==> config.mk <==
export PLATFORM = sky130hd
export DESIGN_NAME = soft_reset_nmi_exception_entry
export DESIGN_NICKNAME = d
export VERILOG_FILES = /design/src/core/nmi_sync.v /design/src/core/soft_reset_nmi_exception_entry.v
export VERILOG_INCLUDE_DIRS = /design/src /design/src/core
export SDC_FILE = /design/constraint.sdc
export NUM_CORES = 1
export LEC_CHECK = 0
export ABC_AREA = 1
export BUFFER_PORTS_ARGS = -buffer_cell sky130_fd_sc_hd__buf_2
export CAP_MARGIN = 10
export CELL_PAD_IN_SITES_DETAIL_PLACEMENT = 1
export CELL_PAD_IN_SITES_GLOBAL_PLACEMENT = 2
export CORE_ASPECT_RATIO = 1.25
export CORE_MARGIN = 4
export CORE_UTILIZATION = 27
export DETAILED_ROUTE_END_ITERATION = 10
export PLACE_DENSITY_LB_ADDON = 0.1
export SKIP_LAST_GASP = 1
export SYNTH_ARGS = -nofsm -noshare
export SYNTH_HDL_FRONTEND = slang
export SYNTH_HIERARCHICAL = 1
export SYNTH_SLANG_ARGS = --single-unit
==> constraint.sdc <==
create_clock -name clk -period 2.3 [get_ports clk]
set_input_delay 0.46 -clock clk [delete_from_list [all_inputs] [get_ports clk]]
set_output_delay 0.46 -clock clk [all_outputs]
set_load 0.03 [all_outputs]
==> src/core/soft_reset_nmi_regs.vh <==
// offsets, field positions, reset values and constants of the reset/nmi entry block
`ifndef SOFT_RESET_NMI_REGS_VH
`define SOFT_RESET_NMI_REGS_VH

// ==========================================================================
// register byte offsets
`define OFS_STATUS 5'h00
`define OFS_ERRPC_LO 5'h04
`define OFS_ERRPC_HI 5'h08
`define OFS_EVENTS 5'h0C

// ==========================================================================
// status register field positions
`define ST_ERROR_LEVEL 0
`define ST_BOOT_VECTOR 1
`define ST_TLB_SHUTDOWN 2
`define ST_SOFT_RESET 3
`define ST_NMI_SOURCE 4

// ==========================================================================
// values
`define RESET_VECTOR 64'hFFFF_FFFF_BFC0_0000
`define ERRPC_RESET 64'h0000_0000_0000_0000
`define COUNT_RESET 8'h00
`define STATUS_UNUSED_ZERO 27'h0000000

`endif

==> src/core/nmi_sync.v <==
// two-flop synchroniser for asynchronous request pins
`timescale 1ns/100ps
`default_nettype none

module nmi_sync #(
  parameter WIDTH = 1
) (
  // clock and reset
  input wire clk,
  input wire arst_n,
  // pins and synchronised levels
  input wire [WIDTH-1:0] async_in,
  output wire [WIDTH-1:0] sync_out
);

  reg [WIDTH-1:0] stage1_reg;
  reg [WIDTH-1:0] stage2_reg;

  // ========================================================================
  // per-bit chain; idle level of an active-low pin is 1
  genvar i;
  generate
    for (i = 0; i < WIDTH; i = i + 1) begin : g_bit
      always @(posedge clk or negedge arst_n) begin
        if (!arst_n) begin
          stage1_reg[i] <= 1'b1;
          stage2_reg[i] <= 1'b1;
        end else begin
          stage1_reg[i] <= async_in[i];
          stage2_reg[i] <= stage1_reg[i];
        end
      end
    end
  endgenerate

  assign sync_out = stage2_reg;

endmodule

`default_nettype wire

==> src/core/soft_reset_nmi_exception_entry.v <==
// exception entry for cold reset, soft reset and nonmaskable interrupt
`timescale 1ns/100ps
`default_nettype none
`include "soft_reset_nmi_regs.vh"

// How it works
// - reset with bus grant asserted during it is a cold reset.
// - reset while grant stays negated throughout is a soft reset.
// - asserting the nonmaskable request pin raises the nonmaskable exception.
// - no mask or enable ever blocks soft reset or nonmaskable entry.
// - source bit reads 1 after nonmaskable entry, 0 after soft reset.
// - both entries set the soft reset flag and use one vector.
// - entry copies the current pc into the error return pc.
// - entry sets error level and boot vector, clears tlb shutdown.
// - entry loads the pc with the 64-bit reset vector.
// - entry discards every pending cache error.
// - nothing else is changed on soft reset entry.
// - nonmaskable entry waits for an instruction boundary, aborting nothing.
// - nonmaskable entry leaves the cause register alone and jumps to handler.
// - soft reset may hit any cycle and abort multicycle work.
// - soft reset initialises only what is needed to run uncached code.
// - refill-state cache blocks may hang later cached accesses.
// - cold reset clears soft reset and tlb shutdown, sets error level, boot vector.
module soft_reset_nmi_exception_entry (
  // clock and power-on reset
  input wire clk,
  input wire arst_n,
  // system pins, active low
  input wire system_reset_in_n,
  input wire bus_grant_in_n,
  input wire nonmaskable_request_in_n,
  // pipeline side
  input wire instr_boundary,
  input wire [63:0] current_pc,
  output wire pc_load,
  output wire [63:0] pc_load_value,
  output wire core_hold,
  output wire abort_multicycle,
  output wire cache_error_discard,
  output wire nmi_taken,
  // status bits towards the core
  output wire soft_reset_flag,
  output wire error_level_flag,
  output wire boot_vector_select,
  output wire tlb_shutdown_flag,
  output wire nmi_source_flag,
  output wire [63:0] error_return_pc,
  // avalon-mm slave
  input wire [4:0] address,
  input wire read,
  input wire write,
  input wire [31:0] writedata,
  input wire [3:0] byteenable,
  output wire [31:0] readdata,
  output wire waitrequest
);

  // ========================================================================
  // states
  localparam [1:0] ST_RUN = 2'h0;
  localparam [1:0] ST_IN_RESET = 2'h1;

  reg [1:0] state_reg;
  reg grant_seen_reg;
  reg core_hold_reg;
  reg abort_reg;
  reg pc_load_reg;
  reg [63:0] pc_load_value_reg;
  reg discard_reg;
  reg nmi_taken_reg;
  reg nmi_prev_reg;
  reg nmi_pending_reg;
  reg soft_reset_reg;
  reg error_level_reg;
  reg boot_vector_reg;
  reg tlb_shutdown_reg;
  reg nmi_source_reg;
  reg [63:0] errpc_reg;
  reg [7:0] cold_count_reg;
  reg [7:0] soft_count_reg;
  reg [7:0] nmi_count_reg;
  reg [31:0] readdata_reg;
  reg waitrequest_reg;

  wire nmi_pin_sync_n;
  wire nmi_level;
  wire nmi_edge;
  wire reset_active;
  wire grant_active;
  wire enter_cold;
  wire enter_soft;
  wire enter_nmi;
  wire enter_any;
  wire bus_write;
  wire bus_read_start;
  wire [31:0] status_word;
  reg nmi_pending_next;

  // ========================================================================
  // helpers
  function hit;
    input [4:0] addr;
    input [4:0] ofs;
    begin
      hit = (addr == ofs);
    end
  endfunction

  function [31:0] merge_bytes;
    input [31:0] old_word;
    input [31:0] new_word;
    input [3:0] lanes;
    integer b;
    begin
      merge_bytes = old_word;
      for (b = 0; b < 4; b = b + 1) begin
        if (lanes[b]) begin
          merge_bytes[8*b +: 8] = new_word[8*b +: 8];
        end
      end
    end
  endfunction

  // ========================================================================
  // nonmaskable request capture
  // pin may be truly asynchronous, so it passes two flops first
  nmi_sync #(
    .WIDTH(1)
  ) u_nmi_sync (
    .clk(clk),
    .arst_n(arst_n),
    .async_in(nonmaskable_request_in_n),
    .sync_out(nmi_pin_sync_n)
  );

  assign nmi_level = ~nmi_pin_sync_n;
  assign nmi_edge = nmi_level & ~nmi_prev_reg;

  // a new request in the entry cycle survives: set wins over clear
  always @* begin
    nmi_pending_next = nmi_pending_reg;
    if (enter_any) begin
      nmi_pending_next = 1'b0;
    end
    if (nmi_edge) begin
      nmi_pending_next = 1'b1;
    end
  end

  always @(posedge clk or negedge arst_n) begin
    if (!arst_n) begin
      nmi_prev_reg <= 1'b0;
      nmi_pending_reg <= 1'b0;
    end else begin
      nmi_prev_reg <= nmi_level;
      nmi_pending_reg <= nmi_pending_next;
    end
  end

  // ========================================================================
  // entry decision
  assign reset_active = ~system_reset_in_n;
  assign grant_active = ~bus_grant_in_n;

  // classify at release: grant seen at any time during reset means cold
  assign enter_cold = (state_reg == ST_IN_RESET) && !reset_active && grant_seen_reg;
  assign enter_soft = (state_reg == ST_IN_RESET) && !reset_active && !grant_seen_reg;
  // no mask term anywhere in these conditions
  // boundary only, so no multicycle work is cut short
  assign enter_nmi = (state_reg == ST_RUN) && !reset_active && instr_boundary &&
                     nmi_pending_reg;
  assign enter_any = enter_cold | enter_soft | enter_nmi;

  always @(posedge clk or negedge arst_n) begin
    if (!arst_n) begin
      state_reg <= ST_RUN;
      grant_seen_reg <= 1'b0;
      core_hold_reg <= 1'b0;
      abort_reg <= 1'b0;
    end else begin
      abort_reg <= 1'b0;
      case (state_reg)
        ST_RUN: begin
          if (reset_active) begin
            // reset lands on any cycle and kills multicycle work
            state_reg <= ST_IN_RESET;
            grant_seen_reg <= grant_active;
            core_hold_reg <= 1'b1;
            abort_reg <= 1'b1;
          end
        end
        ST_IN_RESET: begin
          if (reset_active) begin
            // sticky over the whole reset, so a late grant still means cold
            grant_seen_reg <= grant_seen_reg | grant_active;
          end else begin
            state_reg <= ST_RUN;
            core_hold_reg <= 1'b0;
          end
        end
        default: begin
          state_reg <= ST_RUN;
          core_hold_reg <= 1'b0;
        end
      endcase
    end
  end

  // ========================================================================
  // pipeline redirect
  // one vector for all three entries; the core keeps its own cause state,
  // this block never drives it
  always @(posedge clk or negedge arst_n) begin
    if (!arst_n) begin
      pc_load_reg <= 1'b0;
      pc_load_value_reg <= `RESET_VECTOR;
      discard_reg <= 1'b0;
      nmi_taken_reg <= 1'b0;
    end else begin
      pc_load_reg <= enter_any;
      pc_load_value_reg <= `RESET_VECTOR;
      discard_reg <= enter_any;
      nmi_taken_reg <= enter_nmi;
    end
  end

  // ========================================================================
  // status bits and error return pc
  // only these few flops move on entry; caches, tlb and register files are
  // left alone, so a refill-state cache block may hang cached loads later
  // a write lands on the edge where the master sees waitrequest low;
  // a read is latched one edge earlier so its data stand at that edge
  assign bus_write = write && !waitrequest_reg;
  assign bus_read_start = read && waitrequest_reg;

  always @(posedge clk or negedge arst_n) begin
    if (!arst_n) begin
      soft_reset_reg <= 1'b0;
      tlb_shutdown_reg <= 1'b0;
      error_level_reg <= 1'b1;
      boot_vector_reg <= 1'b1;
      nmi_source_reg <= 1'b0;
      errpc_reg <= `ERRPC_RESET;
    end else if (enter_any) begin
      // hardware entry wins over a software write in the same cycle
      error_level_reg <= 1'b1;
      boot_vector_reg <= 1'b1;
      tlb_shutdown_reg <= 1'b0;
      soft_reset_reg <= ~enter_cold;
      nmi_source_reg <= enter_nmi;
      errpc_reg <= current_pc;
    end else if (bus_write) begin
      if (hit(address, `OFS_STATUS) && byteenable[0]) begin
        error_level_reg <= writedata[`ST_ERROR_LEVEL];
        boot_vector_reg <= writedata[`ST_BOOT_VECTOR];
        tlb_shutdown_reg <= writedata[`ST_TLB_SHUTDOWN];
        soft_reset_reg <= writedata[`ST_SOFT_RESET];
        nmi_source_reg <= writedata[`ST_NMI_SOURCE];
      end
      if (hit(address, `OFS_ERRPC_LO)) begin
        errpc_reg[31:0] <= merge_bytes(errpc_reg[31:0], writedata, byteenable);
      end
      if (hit(address, `OFS_ERRPC_HI)) begin
        errpc_reg[63:32] <= merge_bytes(errpc_reg[63:32], writedata, byteenable);
      end
    end
  end

  // ========================================================================
  // entry counters, wrap at 255; diagnostic only
  always @(posedge clk or negedge arst_n) begin
    if (!arst_n) begin
      cold_count_reg <= `COUNT_RESET;
      soft_count_reg <= `COUNT_RESET;
      nmi_count_reg <= `COUNT_RESET;
    end else begin
      if (enter_cold) begin
        cold_count_reg <= cold_count_reg + 8'h01;
      end
      if (enter_soft) begin
        soft_count_reg <= soft_count_reg + 8'h01;
      end
      if (enter_nmi) begin
        nmi_count_reg <= nmi_count_reg + 8'h01;
      end
    end
  end

  // ========================================================================
  // avalon slave: one wait state on every access
  assign status_word = {`STATUS_UNUSED_ZERO, nmi_source_reg, soft_reset_reg,
                        tlb_shutdown_reg, boot_vector_reg, error_level_reg};

  always @(posedge clk or negedge arst_n) begin
    if (!arst_n) begin
      waitrequest_reg <= 1'b1;
      readdata_reg <= 32'h00000000;
    end else begin
      waitrequest_reg <= !((read || write) && waitrequest_reg);
      if (bus_read_start) begin
        if (hit(address, `OFS_STATUS)) begin
          readdata_reg <= status_word;
        end else if (hit(address, `OFS_ERRPC_LO)) begin
          readdata_reg <= errpc_reg[31:0];
        end else if (hit(address, `OFS_ERRPC_HI)) begin
          readdata_reg <= errpc_reg[63:32];
        end else if (hit(address, `OFS_EVENTS)) begin
          readdata_reg <= {5'h00, state_reg, nmi_pending_reg, nmi_count_reg,
                           soft_count_reg, cold_count_reg};
        end else begin
          // unmapped reads return zero, unmapped writes vanish
          readdata_reg <= 32'h00000000;
        end
      end
    end
  end

  // ========================================================================
  // outputs
  assign pc_load = pc_load_reg;
  assign pc_load_value = pc_load_value_reg;
  assign core_hold = core_hold_reg;
  assign abort_multicycle = abort_reg;
  assign cache_error_discard = discard_reg;
  assign nmi_taken = nmi_taken_reg;
  assign soft_reset_flag = soft_reset_reg;
  assign error_level_flag = error_level_reg;
  assign boot_vector_select = boot_vector_reg;
  assign tlb_shutdown_flag = tlb_shutdown_reg;
  assign nmi_source_flag = nmi_source_reg;
  assign error_return_pc = errpc_reg;
  assign readdata = readdata_reg;
  assign waitrequest = waitrequest_reg;

endmodule

`default_nettype wire

==> metrics.md, run 1 <==
| Metric | Value |
|---|---|
| Status | `complete, no violations` |
| Ys async rst share | `100.0%` |
| Remaining design rule violation count | `0` |
| Max rail drop VDD | `0.4158 mV` |
| Final period util | `86.16%` |
| Most used flip-flop cell after synthesis | `dfrtp_1` |
| Post-CTS setup buffers | `0` |
| WHS Path Cells | `1` |
| Slew HR | `57.11%` |
| RR Endpoint | `error_return_pc[8]$_DFFE_PN0P_` |
| Met3 Wirelength | `1614 µm` |
| Tot GR Track Use | `19.99%` |
| CP peak stage delay | `400 ps` |
| P_sw | `5419 µW` |
| Final Wtd Congestion | `0.7612` |
| Hold Path Sink | `u_nmi_sync/stage1_reg$_DFF_PN1_` |
| Fill cells | `3463` |
| Leakage | `0.005355 µW` |
| Detailed Route WL | `30900 µm` |
| Global-route wire length before repair | `47070 µm` |
| Chip height | `195.5 µm` |
| Final setup viols | `0` |
| Synthesized cell area | `7594 µm²` |
| Unrepaired setup endpoints after global routing | `false` |
| Synthesis-stage register bit count | `135` |
| Commonest non-fill, non-tap cell in the layout | `nand2_1` |
| Element type at the critical path start | `flop` |
| YS warnings | `6` |
| Syn Inst Count | `1012` |
| Largest net degree at the start of global routing | `81` |
| CP endpoint kind | `flop` |
| TritonCTS Buffers | `17` |
| CP delay by family, top | `simple AND/OR/NAND/NOR gates` |
| Top sig layer | `met5` |
| Gr ovfl total | `0` |
| Clk sink count | `135` |
| FF/Latch Area | `3385 µm²` |
| Starting Density | `27.46%` |
| Clock latency on the worst-skew pair | `420 ps` |
| Routed wire per std cell | `19.46 µm` |
| Max-cap viol count | `0` |
| Average vias per placed instance | `4.731` |
| Gate power share | `42.0%` |
| Switch share | `46.47%` |
| Placed Cells | `1555` |
| Number of global-route vias before repair | `7943` |
| FMAX | `0.5046 GHz` |
| Kind of critical path | `flop to flop` |
| PwrDens | `1217 nW/µm²` |
| Worst hold path class | `input pin to flop` |
| Detail Route Antenna Nets | `0` |
| Setup slack, reg-to-reg | `320 ps` |
| Worst Path Max Fanout | `19` |
| Multi-input gate area | `3522 µm²` |
| Detailed Routing Iterations Pass 1 | `4` |
| ANT cells | `0` |
| H-tree depth | `4` |
| PostCTS Resize Cnt | `0` |
| Area growth syn-to-layout | `26.13%` |
| Post-synth EDFFs | `0` |
| Via count | `7513` |
| Largest cells by area after synthesis | `dfrtp_1, nand2_1, nand4_1` |
| Worst reg2reg path depth | `9` |
| Non-Filler Instances | `1588` |
| Tmin final | `1982 ps` |
| Sequential share of power | `33.8%` |
| Clock share of power | `24.2%` |
| Port bufs | `219` |
| Hold Fails Final Rpt | `0` |
| Boundary pin count | `284` |
| Clock root cell | `clkbuf_16` |
| Setup Skew | `11.44 ps` |
| Max reg flops | `64` |
| Met2 wire length | `16330 µm` |
| CTS tree | `yes` |
| Crit path required time | `2600 ps` |
| HP Start | `nonmaskable_request_in_n` |
| DR iter-0 viols | `370` |
| Cell mode on critical path | `nand2_1` |
| Clk slew on worst S/H paths | `60 ps` |
| Row cnt | `68` |
| Worst slew pin tran | `640.9 ps` |
| Area leader, netlist | `dfrtp_1` |
| DP HPWL | `22800 µm` |
| Int Power | `6242 µW` |
| Slowest cell on crit path | `dfrtp_1` |
| Die width | `158.0 µm` |
| Die area | `30890 µm²` |
| Post-synth cell types | `29` |
| Most frequent cells in the layout | `nand2_1, buf_2, dfrtp_1` |
| Worst reg2reg path startpoint | `core_hold$_DFFE_PN0P_` |
| TNS Setup | `0 ps` |
| Nets | `1344` |
| Clk buf depth | `2` |
| Arr. time, crit path | `2280 ps` |
| Metal1 wirelength | `12740 µm` |
| Worst path cell trace | `inv_1 -> ha_1 -> nand3_1 -> nand2_2 -> inv_2 -> o21ai_4 -> nand2_1 -> nand2_1 -> nand2_1` |
| Syn avg cell area | `7.503 µm²` |
| Sequential area share after synthesis | `44.57%` |
| Buf/Inv on CP | `2` |
| Hold buffer count at cts | `1` |
| Core Region | `27650 µm²` |
| Share of cells above drive strength 1 | `24.47%` |
| Top cell type's share of synthesized area | `42.84%` |
| Slew Viols, Final | `0` |
| Initial antenna violation count | `1` |
## layout make-up
| class | count | area share, % |
|---|---|---|
| clock inverter | 8 | 0.9928 |
| timing repair buffer | 254 | 14.93 |
| sequential | 135 | 35.34 |
| inverter | 55 | 2.155 |
| clock buffer | 24 | 5.238 |
| tap | 350 | 4.572 |
| multi-input combinational | 762 | 36.77 |
## metal layers
layer | vias to the layer above | GRT usage [%]
li1 | 3634 | -
met1 | 3664 | 24.25
met2 | 201 | 36.27
met3 | 12 | 4.190
met4 | 2 | 4.077
met5 | - | 0
## worst register-to-register path: stages (launching register included)
cell     delay [ps]
dfrtp_1         400
inv_1           100
ha_1            160
nand3_1         110
nand2_2         140
inv_2           100
o21ai_4         250
nand2_1         410
nand2_1         150
nand2_1          50
## cells in the mapped netlist (2+ instances only)
| cell | n |
|---|---|
| nand3_2 | 3 |
| buf_1 | 8 |
| nand2_1 | 383 |
| xnor2_1 | 4 |
| conb_1 | 2 |
| clkbuf_1 | 30 |
| ha_1 | 6 |
| clkinv_1 | 2 |
| nand3_1 | 94 |
| a21oi_1 | 2 |
| inv_2 | 2 |
| nand2_2 | 4 |
| buf_4 | 66 |
| dfstp_2 | 5 |
| inv_1 | 51 |
| nand3b_1 | 2 |
| nor2_1 | 31 |
| xor2_1 | 12 |
| dfrtp_1 | 130 |
| buf_2 | 18 |
| o21ai_0 | 39 |
| nand4_1 | 107 |
| nor3_1 | 5 |
## power by group through the flow
stage               clock [µW]  combinational (µW)  sequential (µW)
floorplan                    0                2050             4960
global placement             0                4940             4010
detailed placement           0                4990             4000
CTS                       2890                5000             3970
global route              3010                5410             4070
finish                    2820                4900             3940
## logic make-up after synthesis
| logic type | share of synthesized area (%) |
|---|---|
| flops | 44.57 |
| buf+inv | 12.31 |
| xor+xnor | 1.845 |
| simple gates | 37.21 |
| compound gates | 2.982 |
| other cells | 0.09890 |
| fa+ha+maj | 0.9886 |
## worst max path at each step
| stage | from | endpoint | slack (ps) | depth (start not counted) |
|---|---|---|---|---|
| 6_report | core_hold$_DFFE_PN0P_ | error_return_pc[8]$_DFFE_PN0P_ | 320 | 9 |
| 5_1_grt | core_hold$_DFFE_PN0P_ | error_return_pc[8]$_DFFE_PN0P_ | 90 | 9 |
| 4_1_cts | core_hold$_DFFE_PN0P_ | error_return_pc[8]$_DFFE_PN0P_ | 250 | 9 |
| 3_5_place_dp | address[4] | error_return_pc[10]$_DFFE_PN0P_ | 20 | 7 |
| 3_3_place_gp | address[4] | error_return_pc[12]$_DFFE_PN0P_ | 60 | 7 |
| 2_1_floorplan | core_hold$_DFFE_PN0P_ | error_return_pc[46]$_DFFE_PN0P_ | 390 | 10 |
## metrics by stage
step	power [µW]	util (%)	area (µm²)	setup slack, ps	hold slack (ps)
after floorplan	7009	-	7826	385.0	164.4
after global placement	8945	32.44	8971	57.65	353.9
final	11660	34.64	9578	318.3	151.0
after CTS	11860	34.64	9578	254.5	133.4
after global routing	12490	34.64	9578	94.65	134.2
after detailed placement	8987	32.44	8971	17.81	354.5
(Power assumes the default switching activity.)
==> run 2, diff against run 1 <==
- REMOVE_ABC_BUFFERS: unset -> 1
- SLEW_MARGIN: unset -> 20
==> run 2 against run 1 <==
Effect of this change: cell area fell by 0.26%; hold slack got worse by 5.8 ps; routed wire length down 4.0%; maximum frequency decreased by 0.59%; die area stayed put; clock power fell by 5%; count of clock-buffer cells in the layout shrank 2; critical path type unchanged; largest cell class unchanged.
==> metrics.md, run 2 (synthesis gave the netlist of run 1 again) <==
| Metric | Value |
|---|---|
| Core Region | `27650 µm² (unchanged)` |
| Global-route wire length before repair | `46060 µm (-2.1%)` |
| Chip height | `195.5 µm (unchanged)` |
| Detail Route Antenna Nets | `0 (unchanged)` |
| DR iter-0 viols | `271 (-27%)` |
| Starting Density | `27.46% (unchanged)` |
| Status | `complete, no violations` |
| Met3 Wirelength | `1550 µm (-4.0%)` |
| Setup Skew | `10.63 ps (-0.8142 ps)` |
| CP endpoint kind | `flop` |
| Sequential share of power | `34.3% (+0.5 points)` |
| Max rail drop VDD | `0.5033 mV (+21%)` |
| Clk buf depth | `2 (unchanged)` |
| Arr. time, crit path | `2320 ps (+40 ps)` |
| Row cnt | `68 (unchanged)` |
| Total power after layout | `11440 µW (-1.9%)` |
| Via count | `7446 (-0.89%)` |
| Int Power | `6105 µW (-2.2%)` |
| Initial antenna violation count | `4 (+3)` |
| Clock share of power | `23.5% (-0.7 points)` |
| Max-cap viol count | `0 (unchanged)` |
| Metal1 wirelength | `12990 µm (+1.9%)` |
| Hold Fails Final Rpt | `0 (unchanged)` |
| Average vias per placed instance | `4.683 (-1.0%)` |
| Clk sink count | `135 (unchanged)` |
| H-tree depth | `4 (unchanged)` |
| Gr ovfl total | `0 (unchanged)` |
| Crit path required time | `2620 ps (+20 ps)` |
| Worst hold path class | `input pin to flop` |
| Worst Path Max Fanout | `6 (-13)` |
| Port bufs | `219 (unchanged)` |
| Boundary pin count | `284 (unchanged)` |
| Detailed Route WL | `29660 µm (-4.0%)` |
| Routed wire per std cell | `18.65 µm (-4.1%)` |
| Final Wtd Congestion | `0.7666 (+0.71%)` |
| Leakage | `0.005336 µW (-0.37%)` |
| Element type at the critical path start | `flop` |
| DP HPWL | `21310 µm (-6.5%)` |
| Hold_ws | `145.2 ps (-5.809 ps)` |
| Tmin final | `1993 ps (+11.74 ps)` |
| TritonCTS Buffers | `17 (unchanged)` |
| Top sig layer | `met5` |
| Switch share | `46.62% (+0.15 points)` |
| Largest net degree at the start of global routing | `81 (unchanged)` |
| Die area | `30890 µm² (unchanged)` |
| Die width | `158.0 µm (unchanged)` |
| Multi-input gate area | `3535 µm² (+0.36%)` |
| Fill cells | `3493 (+0.87%)` |
| Clk slew on worst S/H paths | `60 ps (about the same)` |
| Detailed Routing Iterations Pass 1 | `4 (unchanged)` |
| Kind of critical path | `flop to flop` |
| Remaining design rule violation count | `0 (unchanged)` |
| Area growth syn-to-layout | `25.80%` |
| Final period util | `86.67% (+0.51 points)` |
| Commonest non-fill, non-tap cell in the layout | `nand2_1` |
| Worst Slack Setup Final | `306.5 ps (-11.74 ps)` |
| Nets | `1345 (+0.074%)` |
| Placed Area | `8979 µm² (about the same)` |
| P_sw | `5332 µW (-1.6%)` |
| Slew Viols, Final | `0 (unchanged)` |
| Clock latency on the worst-skew pair | `430 ps (about the same)` |
| Final instance area | `9553 µm² (-0.26%)` |
| Max reg flops | `64 (unchanged)` |
| Gate power share | `42.2% (+0.2 points)` |
| Clock root cell | `clkbuf_16` |
| Most frequent cells in the layout | `nand2_1, buf_2, dfrtp_1` |
| Unrepaired setup endpoints after global routing | `false` |
| Share of cells above drive strength 1 | `24.54% (+0.061 points)` |
| FF/Latch Area | `3385 µm² (unchanged)` |
| Dpl ws | `202.3 ps (+184.5 ps)` |
| Number of global-route vias before repair | `7949 (+0.076%)` |
| Tot GR Track Use | `19.29% (-0.71 points)` |
| Final setup viols | `0 (unchanged)` |
| TNS Setup | `0 ps (unchanged)` |
| PwrDens | `1197 nW/µm² (-1.7%)` |
| Met2 wire length | `14590 µm (-11%)` |
| CTS tree | `yes` |
| FMAX | `0.5016 GHz (-0.59%)` |
| PostCTS Resize Cnt | `0 (unchanged)` |
run 2: cell type report:
cell class / instances / share of cell area (%)
diodes: 1 / 0.02620
clock buffers: 22 / 4.754
clock inverters: 10 / 1.126
inverters: 55 / 2.161
multi-input cells: 762 / 37.00
flip-flops and latches: 135 / 35.43
well taps: 350 / 4.584
repair buffers: 255 / 14.92
run 2: repair_timing:
action                                 4_1_cts  5_1_grt
endpoints found under the hold margin       41        0
setup buffers                                0        0
hold buffers                                 1        0
run 2: per-stage QoR:
step / instances / utilization (%)
3_5_place_dp: 1556 / 32.47
3_3_place_gp: 1556 / 32.47
6_report: 1590 / 34.55
4_1_cts: 1589 / 34.54
5_1_grt: 1590 / 34.55
2_1_floorplan: 952 / -
run 2: critical path, stage by stage (launching register included):
cell	delay, ps
dfrtp_1	440
ha_1	290
nand2_1	250
inv_1	180
nand2_1	120
nor3b_1	380
nand2_1	100
nand2_1	80
nand2_1	50
run 2: power by group through the flow:
stage          Combinational (µW)  Clock [µW]  Sequential (µW)
2_1_floorplan                1840           0             4970
3_3_place_gp                 4850           0             3980
3_5_place_dp                 4910           0             3980
4_1_cts                      4930        2770             3940
5_1_grt                      5330        2850             4060
6_report                     4830        2690             3920
run 2: routing by layer:
layer	vias to the layer above	track usage [%]
met4	6	5.278
li1	3635	-
met3	33	4.567
met5	-	0
met1	3588	24.85
met2	184	32.27
run 2: path summary, 6_finish.rpt:
path                                            startpoint                              end  slack [ps]  depth (start not counted)
max                                  core_hold$_DFFE_PN0P_    cold_count_reg[6]$_DFFE_PN0N_         310                          8
min                               nonmaskable_request_in_n  u_nmi_sync/stage1_reg$_DFF_PN1_         150                          1
max reg2reg                          core_hold$_DFFE_PN0P_    cold_count_reg[6]$_DFFE_PN0N_         310                          8
min reg2reg                u_nmi_sync/stage1_reg$_DFF_PN1_    u_nmi_sync/sync_out$_DFF_PN1_         360                          0
max in group asynchronous                           arst_n     error_level_flag$_DFFE_PN1P_        1010                          3
min in group asynchronous                           arst_n    cache_error_discard$_DFF_PN0_         520                          2
==> run 3, diff against run 2 <==
- CORE_UTILIZATION: 27 -> 24
- clock period: 2.3 -> 1.7 ns (I/O delays scaled with it)
==> run 3 against run 2 <==
Effect of this change: hold slack worse by 110 ps; core utilization is 1.4 points lower; routed wire length is 7.6% higher; maximum frequency is 22% higher; global-route usage is 1.2 points lower; sequential share of layout area is 2.6 points lower.
==> metrics.md, run 3 (synthesis gave the netlist of run 1 again) <==
| Metric | Value |
|---|---|
| Status | `complete, no violations` |
| PwrDens | `1581 nW/µm² (+32%)` |
| Boundary pin count | `284 (unchanged)` |
| Initial antenna violation count | `5 (+1)` |
| Starting Density | `24.43% (-3.0 points)` |
| Average vias per placed instance | `4.528 (-3.3%)` |
| Final Wtd Congestion | `0.7608 (-0.76%)` |
| Hold Fails Final Rpt | `0 (unchanged)` |
| H-tree depth | `4 (unchanged)` |
| Non-Filler Instances | `1698 (+6.8%)` |
| Clk buf depth | `2 (unchanged)` |
| CP peak stage delay | `410 ps (-30 ps)` |
| Buf/Inv on CP | `4 (+3)` |
| Global-route wire length before repair | `48070 µm (+4.3%)` |
| Via count | `7688 (+3.3%)` |
| DP HPWL | `23420 µm (+9.9%)` |
| CP delay by family, top | `simple AND/OR/NAND/NOR gates` |
| Detailed Routing Iterations Pass 1 | `4 (unchanged)` |
| Nets | `1398 (+3.9%)` |
| Row cnt | `72 (+5.9%)` |
| Final instance area | `10310 µm² (+7.9%)` |
| TritonCTS Buffers | `17 (unchanged)` |
| Area growth syn-to-layout | `35.79%` |
| Max-cap viol count | `0 (unchanged)` |
| Top sig layer | `met5` |
| Port bufs | `219 (unchanged)` |
| Die width | `167.1 µm (+5.8%)` |
| Chip height | `206.9 µm (+5.8%)` |
| Worst hold path class | `input pin to flop` |
| Total power after layout | `16300 µW (+43%)` |
| Number of global-route vias before repair | `7993 (+0.55%)` |
| Leakage | `0.005681 µW (+6.5%)` |
| CP endpoint kind | `flop` |
| Gr ovfl total | `0 (unchanged)` |
| Hold_ws | `39.29 ps (-105.9 ps)` |
| Final period util | `96.34% (+9.7 points)` |
| Routed wire per std cell | `18.79 µm (+0.72%)` |
| Clk slew on worst S/H paths | `60 ps (about the same)` |
| Cell mode on critical path | `nand2_1` |
| Detailed Route WL | `31900 µm (+7.6%)` |
| Met2 wire length | `16040 µm (+9.9%)` |
| Kind of critical path | `flop to flop` |
| Crit path required time | `2010 ps (-610 ps)` |
| DR iter-0 viols | `269 (-0.74%)` |
| Final setup viols | `0 (unchanged)` |
| Slowest cell on crit path | `dfrtp_1` |
| Unrepaired setup endpoints after global routing | `true` |
| Element type at the critical path start | `flop` |
| Met3 Wirelength | `1338 µm (-14%)` |
| Slew Viols, Final | `0 (unchanged)` |
| Placed Area | `9508 µm² (+5.9%)` |
| Setup Skew | `11.59 ps (+0.9630 ps)` |
| Worst path cell trace | `inv_2 -> ha_4 -> nand3_4 -> nand2_4 -> inv_4 -> buf_4 -> nand2_4 -> nand2_1 -> buf_6 -> nand2_1 -> nand2_1` |
| Clock latency on the worst-skew pair | `420 ps (about the same)` |
| Metal1 wirelength | `14050 µm (+8.2%)` |
| Fill cells | `3865 (+11%)` |
| Share of cells above drive strength 1 | `28.16% (+3.6 points)` |
| Commonest non-fill, non-tap cell in the layout | `nand2_1` |
| Core Region | `31080 µm² (+12%)` |
| CTS tree | `yes` |
| Most frequent cells in the layout | `nand2_1, buf_2, dfrtp_1` |
| Max rail drop VDD | `0.6858 mV (+36%)` |
| Arr. time, crit path | `1950 ps (-370 ps)` |
| Tot GR Track Use | `18.04% (-1.2 points)` |
| Die area | `34570 µm² (+12%)` |
| Remaining design rule violation count | `0 (unchanged)` |
| Clock root cell | `clkbuf_16` |
| Worst Path Max Fanout | `8 (+2)` |
| Max reg flops | `64 (unchanged)` |
| Largest net degree at the start of global routing | `55 (-32%)` |
| Detail Route Antenna Nets | `0 (unchanged)` |
| FMAX | `0.6106 GHz (+22%)` |
| Clk sink count | `135 (unchanged)` |
| Tmin final | `1638 ps (-355.7 ps)` |
| Placed Cells | `1654 (+6.3%)` |
## run 3: changes by cell type in the layout (fill, tap and decap cells not counted), moves of 3 or more
cell,previous run,this run
clkinvlp_4,3,0
buf_6,1,5
nand2_4,2,5
nand3_2,4,0
nand3_4,0,4
clkbuf_8,1,5
buf_12,4,16
buf_4,31,62
## run 3: through the flow
| stage | util (%) | TNS (ps) | setup slack, ps |
|---|---|---|---|
| 5_1_grt | 33.18 | -174.0 | -33.94 |
| 2_1_floorplan | - | -272900 | -3320 |
| 3_3_place_gp | 30.59 | -1060 | -45.37 |
| 4_1_cts | 32.58 | -14.10 | -6.006 |
| 6_report | 33.18 | 0 | 62.21 |
| 3_5_place_dp | 30.59 | -2871 | -126.7 |
## run 3: where the power goes
| group | leakage [µW] | switching [µW] | internal, µW |
|---|---|---|---|
| Sequential | 0.00171 | 1050 | 4280 |
| Combinational | 0.00371 | 5050 | 2510 |
| Clock | 0.000265 | 1390 | 2030 |
## run 3: final cells by class
type / instances / area (µm²) / area share [%]
Antenna cell: 2 / 5.005 / 0.04854
Inverter: 55 / 209.0 / 2.026
Multi-Input combinational cell: 763 / 3627 / 35.18
Tap cell: 407 / 509.2 / 4.939
Timing Repair Buffer: 307 / 2051 / 19.89
Clock inverter: 4 / 20.02 / 0.1942
Sequential cell: 135 / 3385 / 32.82
Clock buffer: 25 / 505.5 / 4.902
## run 3: routing by layer
layer	vias to the layer above	global-route usage (%)
li1	3744	-
met3	25	3.638
met2	191	31.21
met1	3722	23.15
met4	6	4.765
met5	-	0
## run 3: final timing paths
kind,from,to,slack (ps),depth (start not counted)
worst min-delay path,nonmaskable_request_in_n,u_nmi_sync/stage1_reg$_DFF_PN1_,40,1
max in group asynchronous,arst_n,error_return_pc[9]$_DFFE_PN0P_,650,3
min in group asynchronous,arst_n,cache_error_discard$_DFF_PN0_,370,2
worst min register to register,u_nmi_sync/stage1_reg$_DFF_PN1_,u_nmi_sync/sync_out$_DFF_PN1_,360,0
worst max register to register,core_hold$_DFFE_PN0P_,error_return_pc[28]$_DFFE_PN0P_,60,11
worst max-delay path,core_hold$_DFFE_PN0P_,error_return_pc[28]$_DFFE_PN0P_,60,11
## run 3: timing repair
action                                 4_1_cts  5_1_grt
cloned                                       1        4
setup endpoints to repair                   51       77
endpoints found under the hold margin       25        0
setup buffers                                1        6
pin swaps                                    0        2
hold buffers                                 1        0
resized for setup                            8       22
